--- src/verilog/gpp_pkg.sv ---
// Package for the port F/G/H general-purpose I/O block.
// Assumes one clock domain and a plain strobe register port.
package gpp_pkg;

  // ----------------------------------------------------------------
  // Register indices on the plain register port
  // ----------------------------------------------------------------
  localparam logic [3:0] ADDR_PORT_F_DIRECTION = 4'h0;
  localparam logic [3:0] ADDR_PORT_F_PINS = 4'h1;
  localparam logic [3:0] ADDR_PORT_F_LATCH = 4'h2;
  localparam logic [3:0] ADDR_PORT_G_DIRECTION = 4'h3;
  localparam logic [3:0] ADDR_PORT_G_PINS = 4'h4;
  localparam logic [3:0] ADDR_PORT_G_LATCH = 4'h5;
  localparam logic [3:0] ADDR_PORT_H_DIRECTION = 4'h6;
  localparam logic [3:0] ADDR_PORT_H_PINS = 4'h7;
  localparam logic [3:0] ADDR_PORT_H_LATCH = 4'h8;
  localparam logic [3:0] ADDR_ANALOG_PIN_CONFIG = 4'h9;
  localparam logic [3:0] ADDR_COMPARATOR_CONTROL = 4'ha;
  localparam logic [3:0] ADDR_COMPARATOR_REFERENCE_CONTROL = 4'hb;
  localparam logic [3:0] ADDR_EXTERNAL_BUS_CONTROL = 4'hc;

  // ----------------------------------------------------------------
  // Reset values
  // ----------------------------------------------------------------
  localparam logic [7:0] RST_DIRECTION_ALL_IN = 8'hff;
  localparam logic [4:0] RST_PORT_G_DIRECTION = 5'h1f;
  localparam logic [7:0] RST_PORT_F_LATCH = 8'h00;
  localparam logic [7:0] RST_LATCH_OTHER = 8'h00;
  localparam logic [7:0] RST_ANALOG_PIN_CONFIG = 8'h00;
  localparam logic [7:0] RST_COMPARATOR_CONTROL = 8'h00;
  localparam logic [7:0] RST_COMPARATOR_REFERENCE_CONTROL = 8'h00;
  localparam logic [7:0] RST_EXTERNAL_BUS_CONTROL = 8'h00;

  // ----------------------------------------------------------------
  // Field positions
  // ----------------------------------------------------------------
  localparam int BIT_BUS_DISABLE = 7;
  localparam int BIT_REF_OUTPUT_ENABLE = 6;
  localparam int BIT_SLAVE_SELECT_ENABLE = 0;
  localparam logic [3:0] PCFG_ALL_DIGITAL = 4'hf;
  localparam logic [2:0] CMP_OFF = 3'h7;
  localparam logic [2:0] CMP_OUTPUTS_ON_PINS = 3'h5;

  // ----------------------------------------------------------------
  // Carriers
  // ----------------------------------------------------------------
  typedef struct packed {
    logic [3:0] addr;
    logic [7:0] wdata;
    logic wr;
    logic rd;
  } gpp_bus_req_type;

  typedef struct packed {
    logic comparator_one_output;
    logic comparator_two_output;
    logic comparator_reference_output;
    logic second_serial_transmit_clock;
    logic second_serial_transmit_clock_en;
    logic second_serial_receive_data;
    logic second_serial_receive_data_en;
    logic [2:0] ccp_out;
    logic [2:0] ccp_out_en;
    logic [3:0] bus_address_high;
    logic bus_address_en;
  } gpp_periph_type;

endpackage : gpp_pkg

--- src/verilog/gpp_pin_bit.sv ---
// One port pin: direction, peripheral override and pin drive.
// Assumes the pin is resolved outside from output and output enable.
`timescale 1ns/1ns
`default_nettype none
module gpp_pin_bit
(
  // Clock and reset
  input wire logic mclk,
  input wire logic resetn,
  // Port state
  input wire logic direction,
  input wire logic latch,
  // Peripheral override
  input wire logic ovr_out,
  input wire logic ovr_in,
  input wire logic ovr_data,
  // Pin
  output logic pin_out,
  output logic pin_oe_n
);

  logic drive;
  logic value;

  // A forced input wins over a forced output, then the direction bit.
  assign drive = ~ovr_in & (ovr_out | ~direction);
  assign value = ovr_out ? ovr_data : latch;

  always_ff @(posedge mclk or negedge resetn)
  begin
    if (!resetn)
    begin
      pin_oe_n <= 1'b1;
      pin_out <= 1'b0;
    end
    else
    begin
      pin_oe_n <= ~drive;
      pin_out <= value;
    end
  end

endmodule : gpp_pin_bit
`default_nettype wire

--- src/verilog/gpp_ports.sv ---
// General-purpose I/O for ports F, G and H with peripheral pin sharing.
// Assumes synchronous pins, a plain strobe register port and one clock.
//
// Function
// - Direction bit one tri-states the pin driver, pin is input.
// - Direction bit zero drives the pin from the output latch.
// - Read-modify-write of the latch register uses latch, not pin level.
// - Pin register reads pin levels; writes update the output latch.
// - Latch register reads and writes the stored output latch.
// - Port G is six bits: five bidirectional, bit 5 input only.
// - An enabled peripheral may force its pin to output or input.
// - Forced direction is never written into the direction register.
// - Power-on reset sets port G direction bits to ones.
// - Port G bit 5 is master clear when enable is one.
// - Bit 5 reads as digital input only when master clear disabled.
// - Port H 7:4 share analog 15:12; 3:0 carry address 19:16.
// - Port H 7:4 default analog, 3:0 default address lines.
// - External bus control selects port H 3:0 as I/O or bus.
// - After power-on reset, analog port H pins read zero.
// - Port F bit 7 may be serial slave-select input.
// - Port F bits 1,2 output comparators 2,1; bit 5 reference.
// - Port G 1,2 serve second serial; 0,3,4 serve capture channels.
// - Power-on reset clears port F latch, sets its direction to ones.
//
// The address-and-strobe port and the address map were decided locally.
`timescale 1ns/1ns
`default_nettype none
module gpp_ports
#(
  parameter int PORT_F_WIDTH = 8,
  parameter int PORT_G_WIDTH = 5,
  parameter int PORT_H_WIDTH = 8
)
(
  // Clock and resets
  input wire logic mclk,
  input wire logic resetn,
  input wire logic soft_reset,
  // Configuration
  input wire logic master_clear_enable,
  // Register port
  input wire gpp_pkg::gpp_bus_req_type bus_req,
  output logic [7:0] rdata,
  // Peripheral side
  input wire gpp_pkg::gpp_periph_type periph,
  output logic slave_select_in,
  output logic second_serial_receive_in,
  output logic master_clear_input,
  // Port F pins
  input wire logic [PORT_F_WIDTH-1:0] port_f_in,
  output logic [PORT_F_WIDTH-1:0] port_f_out,
  output logic [PORT_F_WIDTH-1:0] port_f_oe_n,
  // Port G pins
  input wire logic [PORT_G_WIDTH:0] port_g_in,
  output logic [PORT_G_WIDTH-1:0] port_g_out,
  output logic [PORT_G_WIDTH-1:0] port_g_oe_n,
  // Port H pins
  input wire logic [PORT_H_WIDTH-1:0] port_h_in,
  output logic [PORT_H_WIDTH-1:0] port_h_out,
  output logic [PORT_H_WIDTH-1:0] port_h_oe_n
);

  // ----------------------------------------------------------------
  // Registers
  // ----------------------------------------------------------------
  logic [PORT_F_WIDTH-1:0] port_f_direction_q;
  logic [PORT_F_WIDTH-1:0] port_f_latch_q;
  logic [PORT_G_WIDTH-1:0] port_g_direction_q;
  logic [PORT_G_WIDTH-1:0] port_g_latch_q;
  logic [PORT_H_WIDTH-1:0] port_h_direction_q;
  logic [PORT_H_WIDTH-1:0] port_h_latch_q;
  logic [7:0] analog_pin_config_q;
  logic [7:0] comparator_control_q;
  logic [7:0] comparator_reference_control_q;
  logic [7:0] external_bus_control_q;
  logic [7:0] rdata_q;
  logic slave_select_q;
  logic serial_rx_q;
  logic master_clear_q;

  // ----------------------------------------------------------------
  // Address decode
  // ----------------------------------------------------------------
  wire logic wr_f_dir = bus_req.wr & (bus_req.addr == gpp_pkg::ADDR_PORT_F_DIRECTION);
  wire logic wr_f_lat = bus_req.wr & ((bus_req.addr == gpp_pkg::ADDR_PORT_F_PINS)
                                    | (bus_req.addr == gpp_pkg::ADDR_PORT_F_LATCH));
  wire logic wr_g_dir = bus_req.wr & (bus_req.addr == gpp_pkg::ADDR_PORT_G_DIRECTION);
  wire logic wr_g_lat = bus_req.wr & ((bus_req.addr == gpp_pkg::ADDR_PORT_G_PINS)
                                    | (bus_req.addr == gpp_pkg::ADDR_PORT_G_LATCH));
  wire logic wr_h_dir = bus_req.wr & (bus_req.addr == gpp_pkg::ADDR_PORT_H_DIRECTION);
  wire logic wr_h_lat = bus_req.wr & ((bus_req.addr == gpp_pkg::ADDR_PORT_H_PINS)
                                    | (bus_req.addr == gpp_pkg::ADDR_PORT_H_LATCH));
  wire logic wr_adc = bus_req.wr & (bus_req.addr == gpp_pkg::ADDR_ANALOG_PIN_CONFIG);
  wire logic wr_cmp = bus_req.wr & (bus_req.addr == gpp_pkg::ADDR_COMPARATOR_CONTROL);
  wire logic wr_ref = bus_req.wr & (bus_req.addr == gpp_pkg::ADDR_COMPARATOR_REFERENCE_CONTROL);
  wire logic wr_ebc = bus_req.wr & (bus_req.addr == gpp_pkg::ADDR_EXTERNAL_BUS_CONTROL);

  // ----------------------------------------------------------------
  // Pin function selection
  // ----------------------------------------------------------------
  // Port H upper nibble is digital only when the analog config selects it
  wire logic h_upper_digital = (analog_pin_config_q[3:0] == gpp_pkg::PCFG_ALL_DIGITAL);
  wire logic h_bus_on = ~external_bus_control_q[gpp_pkg::BIT_BUS_DISABLE];
  wire logic f_analog = (analog_pin_config_q[3:0] != gpp_pkg::PCFG_ALL_DIGITAL);
  wire logic cmp_pins = (comparator_control_q[2:0] == gpp_pkg::CMP_OUTPUTS_ON_PINS);
  wire logic ref_pin = comparator_reference_control_q[gpp_pkg::BIT_REF_OUTPUT_ENABLE];
  wire logic ss_on = comparator_reference_control_q[gpp_pkg::BIT_SLAVE_SELECT_ENABLE];

  // Port F override vectors
  wire logic [PORT_F_WIDTH-1:0] f_ovr_out = {2'b00, ref_pin, 2'b00, cmp_pins, cmp_pins, 1'b0};
  wire logic [PORT_F_WIDTH-1:0] f_ovr_in = {ss_on, {(PORT_F_WIDTH-1){1'b0}}};
  wire logic [PORT_F_WIDTH-1:0] f_ovr_data = {2'b00, periph.comparator_reference_output, 2'b00,
                                             periph.comparator_one_output, periph.comparator_two_output, 1'b0};

  // Port G override vectors
  wire logic [PORT_G_WIDTH-1:0] g_ovr_out = {periph.ccp_out_en[2], periph.ccp_out_en[1],
                                             periph.second_serial_receive_data_en,
                                             periph.second_serial_transmit_clock_en,
                                             periph.ccp_out_en[0]};
  wire logic [PORT_G_WIDTH-1:0] g_ovr_data = {periph.ccp_out[2], periph.ccp_out[1],
                                              periph.second_serial_receive_data,
                                              periph.second_serial_transmit_clock,
                                              periph.ccp_out[0]};

  // Port H override vectors
  wire logic [PORT_H_WIDTH-1:0] h_ovr_out = {4'h0, {4{h_bus_on}}};
  wire logic [PORT_H_WIDTH-1:0] h_ovr_in = {{4{~h_upper_digital}}, 4'h0};
  wire logic [PORT_H_WIDTH-1:0] h_ovr_data = {4'h0, periph.bus_address_high};

  // ----------------------------------------------------------------
  // Pin read values
  // ----------------------------------------------------------------
  // Analog pins read as zero in the digital path
  wire logic [7:0] f_read = f_analog ? {port_f_in[7], 7'h00} : port_f_in;
  wire logic [7:0] h_read = {(h_upper_digital ? port_h_in[7:4] : 4'h0), port_h_in[3:0]};
  wire logic g5_read = ~master_clear_enable & port_g_in[PORT_G_WIDTH];
  wire logic [7:0] g_read = {2'b00, g5_read, port_g_in[PORT_G_WIDTH-1:0]};

  logic [7:0] rdata_d;
  always_comb
  begin
    unique case (bus_req.addr)
      gpp_pkg::ADDR_PORT_F_DIRECTION: rdata_d = port_f_direction_q;
      gpp_pkg::ADDR_PORT_F_PINS: rdata_d = f_read;
      gpp_pkg::ADDR_PORT_F_LATCH: rdata_d = port_f_latch_q;
      gpp_pkg::ADDR_PORT_G_DIRECTION: rdata_d = {3'h0, port_g_direction_q};
      gpp_pkg::ADDR_PORT_G_PINS: rdata_d = g_read;
      gpp_pkg::ADDR_PORT_G_LATCH: rdata_d = {3'h0, port_g_latch_q};
      gpp_pkg::ADDR_PORT_H_DIRECTION: rdata_d = port_h_direction_q;
      gpp_pkg::ADDR_PORT_H_PINS: rdata_d = h_read;
      gpp_pkg::ADDR_PORT_H_LATCH: rdata_d = port_h_latch_q;
      gpp_pkg::ADDR_ANALOG_PIN_CONFIG: rdata_d = analog_pin_config_q;
      gpp_pkg::ADDR_COMPARATOR_CONTROL: rdata_d = comparator_control_q;
      gpp_pkg::ADDR_COMPARATOR_REFERENCE_CONTROL: rdata_d = comparator_reference_control_q;
      gpp_pkg::ADDR_EXTERNAL_BUS_CONTROL: rdata_d = external_bus_control_q;
      default: rdata_d = 8'h00;
    endcase
  end

  // ----------------------------------------------------------------
  // Direction registers: reset to input on any reset
  // ----------------------------------------------------------------
  always_ff @(posedge mclk or negedge resetn)
  begin
    if (!resetn)
    begin
      port_f_direction_q <= gpp_pkg::RST_DIRECTION_ALL_IN;
      port_g_direction_q <= gpp_pkg::RST_PORT_G_DIRECTION;
      port_h_direction_q <= gpp_pkg::RST_DIRECTION_ALL_IN;
    end
    else if (soft_reset)
    begin
      port_f_direction_q <= gpp_pkg::RST_DIRECTION_ALL_IN;
      port_g_direction_q <= gpp_pkg::RST_PORT_G_DIRECTION;
      port_h_direction_q <= gpp_pkg::RST_DIRECTION_ALL_IN;
    end
    else
    begin
      // Only software writes land here, never an override
      if (wr_f_dir)
        port_f_direction_q <= bus_req.wdata;
      if (wr_g_dir)
        port_g_direction_q <= bus_req.wdata[PORT_G_WIDTH-1:0];
      if (wr_h_dir)
        port_h_direction_q <= bus_req.wdata;
    end
  end

  // ----------------------------------------------------------------
  // Latches and configuration: kept across soft reset
  // ----------------------------------------------------------------
  always_ff @(posedge mclk or negedge resetn)
  begin
    if (!resetn)
    begin
      port_f_latch_q <= gpp_pkg::RST_PORT_F_LATCH;
      port_g_latch_q <= gpp_pkg::RST_LATCH_OTHER[PORT_G_WIDTH-1:0];
      port_h_latch_q <= gpp_pkg::RST_LATCH_OTHER;
      analog_pin_config_q <= gpp_pkg::RST_ANALOG_PIN_CONFIG;
      comparator_control_q <= gpp_pkg::RST_COMPARATOR_CONTROL;
      comparator_reference_control_q <= gpp_pkg::RST_COMPARATOR_REFERENCE_CONTROL;
      external_bus_control_q <= gpp_pkg::RST_EXTERNAL_BUS_CONTROL;
    end
    else if (!soft_reset)
    begin
      if (wr_f_lat)
        port_f_latch_q <= bus_req.wdata;
      if (wr_g_lat)
        port_g_latch_q <= bus_req.wdata[PORT_G_WIDTH-1:0];
      if (wr_h_lat)
        port_h_latch_q <= bus_req.wdata;
      if (wr_adc)
        analog_pin_config_q <= bus_req.wdata;
      if (wr_cmp)
        comparator_control_q <= bus_req.wdata;
      if (wr_ref)
        comparator_reference_control_q <= bus_req.wdata;
      if (wr_ebc)
        external_bus_control_q <= bus_req.wdata;
    end
  end

  // ----------------------------------------------------------------
  // Read data and peripheral inputs
  // ----------------------------------------------------------------
  always_ff @(posedge mclk or negedge resetn)
  begin
    if (!resetn)
    begin
      rdata_q <= 8'h00;
      slave_select_q <= 1'b1;
      serial_rx_q <= 1'b1;
      master_clear_q <= 1'b1;
    end
    else
    begin
      rdata_q <= bus_req.rd ? rdata_d : 8'h00;
      slave_select_q <= ss_on ? port_f_in[7] : 1'b1;
      serial_rx_q <= port_g_in[2];
      master_clear_q <= master_clear_enable ? port_g_in[PORT_G_WIDTH] : 1'b1;
    end
  end

  assign rdata = rdata_q;
  assign slave_select_in = slave_select_q;
  assign second_serial_receive_in = serial_rx_q;
  assign master_clear_input = master_clear_q;

  // ----------------------------------------------------------------
  // Pin drivers
  // ----------------------------------------------------------------
  genvar i;
  generate
    for (i = 0; i < PORT_F_WIDTH; i++)
    begin : g_pf
      gpp_pin_bit u_bit (.mclk(mclk), .resetn(resetn), .direction(port_f_direction_q[i]),
        .latch(port_f_latch_q[i]), .ovr_out(f_ovr_out[i]), .ovr_in(f_ovr_in[i]),
        .ovr_data(f_ovr_data[i]), .pin_out(port_f_out[i]), .pin_oe_n(port_f_oe_n[i]));
    end
    for (i = 0; i < PORT_G_WIDTH; i++)
    begin : g_pg
      gpp_pin_bit u_bit (.mclk(mclk), .resetn(resetn), .direction(port_g_direction_q[i]),
        .latch(port_g_latch_q[i]), .ovr_out(g_ovr_out[i]), .ovr_in(1'b0),
        .ovr_data(g_ovr_data[i]), .pin_out(port_g_out[i]), .pin_oe_n(port_g_oe_n[i]));
    end
    for (i = 0; i < PORT_H_WIDTH; i++)
    begin : g_ph
      gpp_pin_bit u_bit (.mclk(mclk), .resetn(resetn), .direction(port_h_direction_q[i]),
        .latch(port_h_latch_q[i]), .ovr_out(h_ovr_out[i]), .ovr_in(h_ovr_in[i]),
        .ovr_data(h_ovr_data[i]), .pin_out(port_h_out[i]), .pin_oe_n(port_h_oe_n[i]));
    end
  endgenerate

  // ----------------------------------------------------------------
  // Checks
  // ----------------------------------------------------------------
  a_dir_input_tristate: assert property (@(posedge mclk) disable iff (!resetn)
    (port_g_direction_q[3] && !g_ovr_out[3]) |=> port_g_oe_n[3])
    else $error("port g pin 3 driven while input");

  a_dir_output_drives: assert property (@(posedge mclk) disable iff (!resetn)
    (!port_g_direction_q[3] && !g_ovr_out[3]) |=> (!port_g_oe_n[3] && port_g_out[3] == $past(port_g_latch_q[3])))
    else $error("port g pin 3 not driven from latch");

  a_pins_write_latch: assert property (@(posedge mclk) disable iff (!resetn || soft_reset)
    (bus_req.wr && bus_req.addr == gpp_pkg::ADDR_PORT_F_PINS) |=> port_f_latch_q == $past(bus_req.wdata))
    else $error("pin register write missed latch");

  a_latch_readback: assert property (@(posedge mclk) disable iff (!resetn)
    (bus_req.rd && bus_req.addr == gpp_pkg::ADDR_PORT_H_LATCH) |=> rdata == $past(port_h_latch_q))
    else $error("latch read wrong");

  a_soft_reset_dirs: assert property (@(posedge mclk) disable iff (!resetn)
    soft_reset |=> (port_f_direction_q == 8'hff && port_g_direction_q == 5'h1f && $stable(port_f_latch_q)))
    else $error("soft reset handling wrong");

  a_override_no_store: assert property (@(posedge mclk) disable iff (!resetn)
    (!wr_g_dir && !soft_reset) |=> $stable(port_g_direction_q))
    else $error("direction changed without write");

  a_master_clear_input_bit_zero: assert property (@(posedge mclk) disable iff (!resetn)
    (master_clear_enable && bus_req.rd && bus_req.addr == gpp_pkg::ADDR_PORT_G_PINS) |=> !rdata[5])
    else $error("bit 5 readable while master clear");

  a_bus_drives_h: assert property (@(posedge mclk) disable iff (!resetn)
    (resetn && h_bus_on) |=> (port_h_oe_n[3:0] == 4'h0 && port_h_out[3:0] == $past(periph.bus_address_high)))
    else $error("bus address not on port h");

  a_analog_reads_zero: assert property (@(posedge mclk) disable iff (!resetn)
    (!h_upper_digital && bus_req.rd && bus_req.addr == gpp_pkg::ADDR_PORT_H_PINS) |=> rdata[7:4] == 4'h0)
    else $error("analog pins not read as zero");

endmodule : gpp_ports
`default_nettype wire

--- config.mk ---
export PLATFORM = sky130hd
export DESIGN_NAME = gpp_ports
export DESIGN_NICKNAME = d
export VERILOG_FILES = /design/src/verilog/gpp_pkg.sv /design/src/verilog/gpp_pin_bit.sv /design/src/verilog/gpp_ports.sv
export SDC_FILE = /design/constraint.sdc
export NUM_CORES = 1
export LEC_CHECK = 0
export BUFFER_PORTS_ARGS = -buffer_cell sky130_fd_sc_hd__buf_2
export CORE_MARGIN = 2
export CORE_UTILIZATION = 55
export CTS_CLUSTER_SIZE = 30
export DETAILED_ROUTE_END_ITERATION = 16
export PLACE_DENSITY = 0.79
export SLEW_MARGIN = 10
export SYNTH_ARGS = -nofsm -noshare
export SYNTH_HDL_FRONTEND = slang
export SYNTH_SLANG_ARGS = --single-unit
--- constraint.sdc ---
create_clock -name mclk -period 2.5 [get_ports mclk]
set_input_delay 0.25 -clock mclk [delete_from_list [all_inputs] [get_ports mclk]]
set_output_delay 0.25 -clock mclk [all_outputs]
set_load 0.01 [all_outputs]
==> results.py <==
metrics = {
    "run_status": {
        "status": "completed",
    },
    "finish": {
        "drive_above_1_share": 0.465,
        "final_cell_mix": "buf_2 (108), dfrtp_1 (82), mux2_2 (60)",
        "n_antenna_cell": 0,
        "stdcell_count": 719,
        "syn_to_final_growth_pct": 19.0,
        "final_common_cell": "buf_2",
        "fill_cells": 760,
        "fin_nets": 628,
    },
    "critical_path": {
        "cp-end-kind": "flip-flop",
        "worstPathRequired_ns": 2.93,
        "crit_fanout": 8,
        "critical_path_class": "reg2reg",
        "cp_slowest_stage_delay_ns": 0.44,
        "r2r_start": "analog_pin_config_q[2]",
        "cp-startpoint": "analog_pin_config_q[2]",
        "regToRegSetupSlack_ns": 0.81,
        "critPathLaunchType": "flip-flop",
        "crit_chain": "nand4_1 > and3b_1 > a22oi_1 > a31oi_1",
        "critPathArrivalTime_ns": 2.12,
        "slowest_stage": "and3b_1",
    },
    "floorplanning": {
        "start_util": 0.571,
        "coreArea_um2": 10400,
        "dieArea_um2": 11600,
        "io_pins": 111,
        "die_x_um": 108,
        "die_h_um": 108,
        "rows": 37,
    },
    "routing": {
        "totalWireLength_um": 14300,
        "highest_layer": "met4",
        "vias": 4190,
        "vias_per_cell": 5.83,
        "drc_errors": 0,
        "ant_nets": 0,
        "avgRoutedWirePerCell_um": 19.8,
        "wl_met1_um": 6040,
        "first_pass_iters": 6,
        "drt_iter0_markers": 343,
        "routed-wl-met2_um": 6870,
        "dr_wl_met3_um": 915,
    },
    "synthesis": {
        "yosys.area_share.adder": 0,
        "synth_cell_types": 54,
        "ys_warn_count": 0,
        "synth_cells": 475,
        "synth_xor_xnor_area_share": 0,
        "synth-seq-cells": 127,
        "ys_seq_area_frac": 0.546,
        "syn_avg_cell_area_um2": 12.5,
        "synth.mux.area_fraction": 0.125,
        "syn-cell-area_um2": 5920,
        "yosys.area_share.simple": 0.121,
        "synthesis.nets": 533,
        "synth_compound_area_frac": 0.124,
        "synthFlopType": "dfrtp_1",
        "synth_top_family_by_area": "multiplexers",
        "synth_edf_count": 0,
        "ys_async_sr_fraction": 1.00,
    },
    "global_route": {
        "antenna_found_initial": 0,
        "grt_pass1_wl_um": 22300,
        "grt.total_usage": 0.260,
        "overflow": 0,
        "grt_pass1_vias": 4241,
        "grt_max_degree": 53,
    },
    "clock_network": {
        "cts.sinks": 127,
        "cts_inserted_buffers": 17,
        "clk_pin_slew_ns": 0.06,
        "htree_levels": 4,
        "cts_tree": "built",
        "cts_buffer_depth": 2,
        "cts_resized": 0,
        "clock_latency_ns": 0.53,
        "root_buffer": "clkbuf_8",
    },
    "timing": {
        "slew_viol_final": 0,
        "worst_slew_pin_slew_ns": 0.697,
        "fin_worst_skew_ns": 0.00744,
        "hold_violations": 0,
        "slew_headroom": 0.535,
        "setup_tns_ns": 0,
        "fin_crit_sh": 0.677,
        "setup-violations-final": 0,
        "period_needed_ns": 1.69,
        "rsz0062_at_grt": "no",
        "max_freq_mhz": 591,
    },
    "place": {
        "gp_congestion": 0.918,
        "place_inst": 665,
        "place_hpwl_um": 9730,
        "io_buffers": 109,
    },
    "flow_run": {
        "maxCapViolations": 0,
    },
    "min_path": {
        "hp-start": "port_h_in[6]",
        "hold_path_class": "in2reg",
    },
    "power_and_ir_drop": {
        "ir_worst_vdd_v": 0.000374,
        "p_per_area_nw_per_um2": 813,
        "p_leak_uw": 0.00314,
    },
}
worst max-delay path, delay by kind of cell, from the launching register on:
family	cells	cell delay, ns
simple gates	2	0.84
compound gates	2	0.38
flops	1	0.37
worst paths after layout:
check                                      endpoint  depth (start not counted)
max                                        rdata[1]                          4
min                                        rdata[6]                          3
max reg2reg                                rdata[1]                          4
min reg2reg                  g_pf[0].u_bit.pin_oe_n                          0
max in group asynchronous  second_serial_receive_in                          3
min in group asynchronous     g_ph[4].u_bit.pin_out                          2
state kept, by name, summed over array words and instances (netlist names), 5 cells and up:
| register | cells |
|---|---|
| g_pg.u_bit.pin_out | 5 |
| port_g_direction_q | 5 |
| port_f_latch_q | 8 |
| g_pf.u_bit.pin_out | 8 |
| port_h_latch_q | 8 |
| port_g_latch_q | 5 |
| comparator_control_q | 8 |
| port_h_direction_q | 8 |
| comparator_reference_control_q | 8 |
| g_pf.u_bit.pin_oe_n | 8 |
| analog_pin_config_q | 8 |
| g_pg.u_bit.pin_oe_n | 5 |
| g_ph.u_bit.pin_out | 8 |
| port_f_direction_q | 8 |
| g_ph.u_bit.pin_oe_n | 8 |
| rdata | 8 |
| external_bus_control_q | 8 |
layout make-up:
cell class	count	area, µm²	share of cell area
flip-flops and latches	127	3230	0.459
multi-input cells	274	2190	0.311
repair buffers	141	856	0.121
clock buffers	26	478	0.0678
well taps	136	170	0.0242
clock inverters	6	85.1	0.0121
inverters	9	33.8	0.00479
synthesized netlist by cell type, types with 6 or more instances:
master | count | share of area
and2_1 | 9 | 0.0095
inv_1 | 9 | 0.0057
a32oi_1 | 7 | 0.010
nor2b_1 | 14 | 0.015
nand2_1 | 10 | 0.0063
dfrtp_1 | 82 | 0.35
a211o_1 | 23 | 0.034
o21ai_0 | 12 | 0.010
a22o_1 | 20 | 0.030
nor2_1 | 26 | 0.016
nand2b_1 | 6 | 0.0063
buf_2 | 9 | 0.0076
a31oi_1 | 6 | 0.0063
buf_4 | 50 | 0.063
or2_2 | 6 | 0.0063
nand3b_1 | 6 | 0.0076
nand3_1 | 9 | 0.0076
dfstp_2 | 45 | 0.20
mux2_2 | 60 | 0.11
where the power goes:
part           internal, µW  switching, µW  leakage [µW]
clock network          1490            852      0.000269
registers              2390            187       0.00151
logic                   409            396       0.00136
total                  4290           1430       0.00314
cells by family (layout without fill, tap and decap cells):
kind of cell / count (synthesis) / after routing
mux: 66 / 66
simple gates: 116 / 116
buf+inv: 74 / 182
flops: 127 / 127
compound gates: 92 / 92
metal layers:
layer,global-route usage,up-vias
li1,-,1871
met1,0.342,2076
met2,0.409,195
met3,0.0581,48
met4,0.124,0
met5,0,-
per-stage QoR:
| step | total power, µW | utilization | hold WS (ns) | setup WS, ns | instance area [µm²] |
|---|---|---|---|---|---|
| after floorplan | 3160 | - | -0.0456 | 0.990 | 5920 |
| after global placement | 3330 | 0.604 | 0.320 | 0.483 | 6260 |
| after detailed placement | 3370 | 0.604 | 0.332 | 0.478 | 6260 |
| after CTS | 5740 | 0.679 | 0.0345 | 0.857 | 7050 |
| after global routing | 5950 | 0.679 | 0.0541 | 0.735 | 7050 |
| final | 5730 | 0.679 | 0.0482 | 0.807 | 7050 |
repair_timing:
item | 4_1_cts | 5_1_grt
buffers inserted | 0 | 0
endpoints found under the hold margin | 55 | 0
hold buffers | 22 | 0
Note: power is estimated with default switching activity, not from simulation.
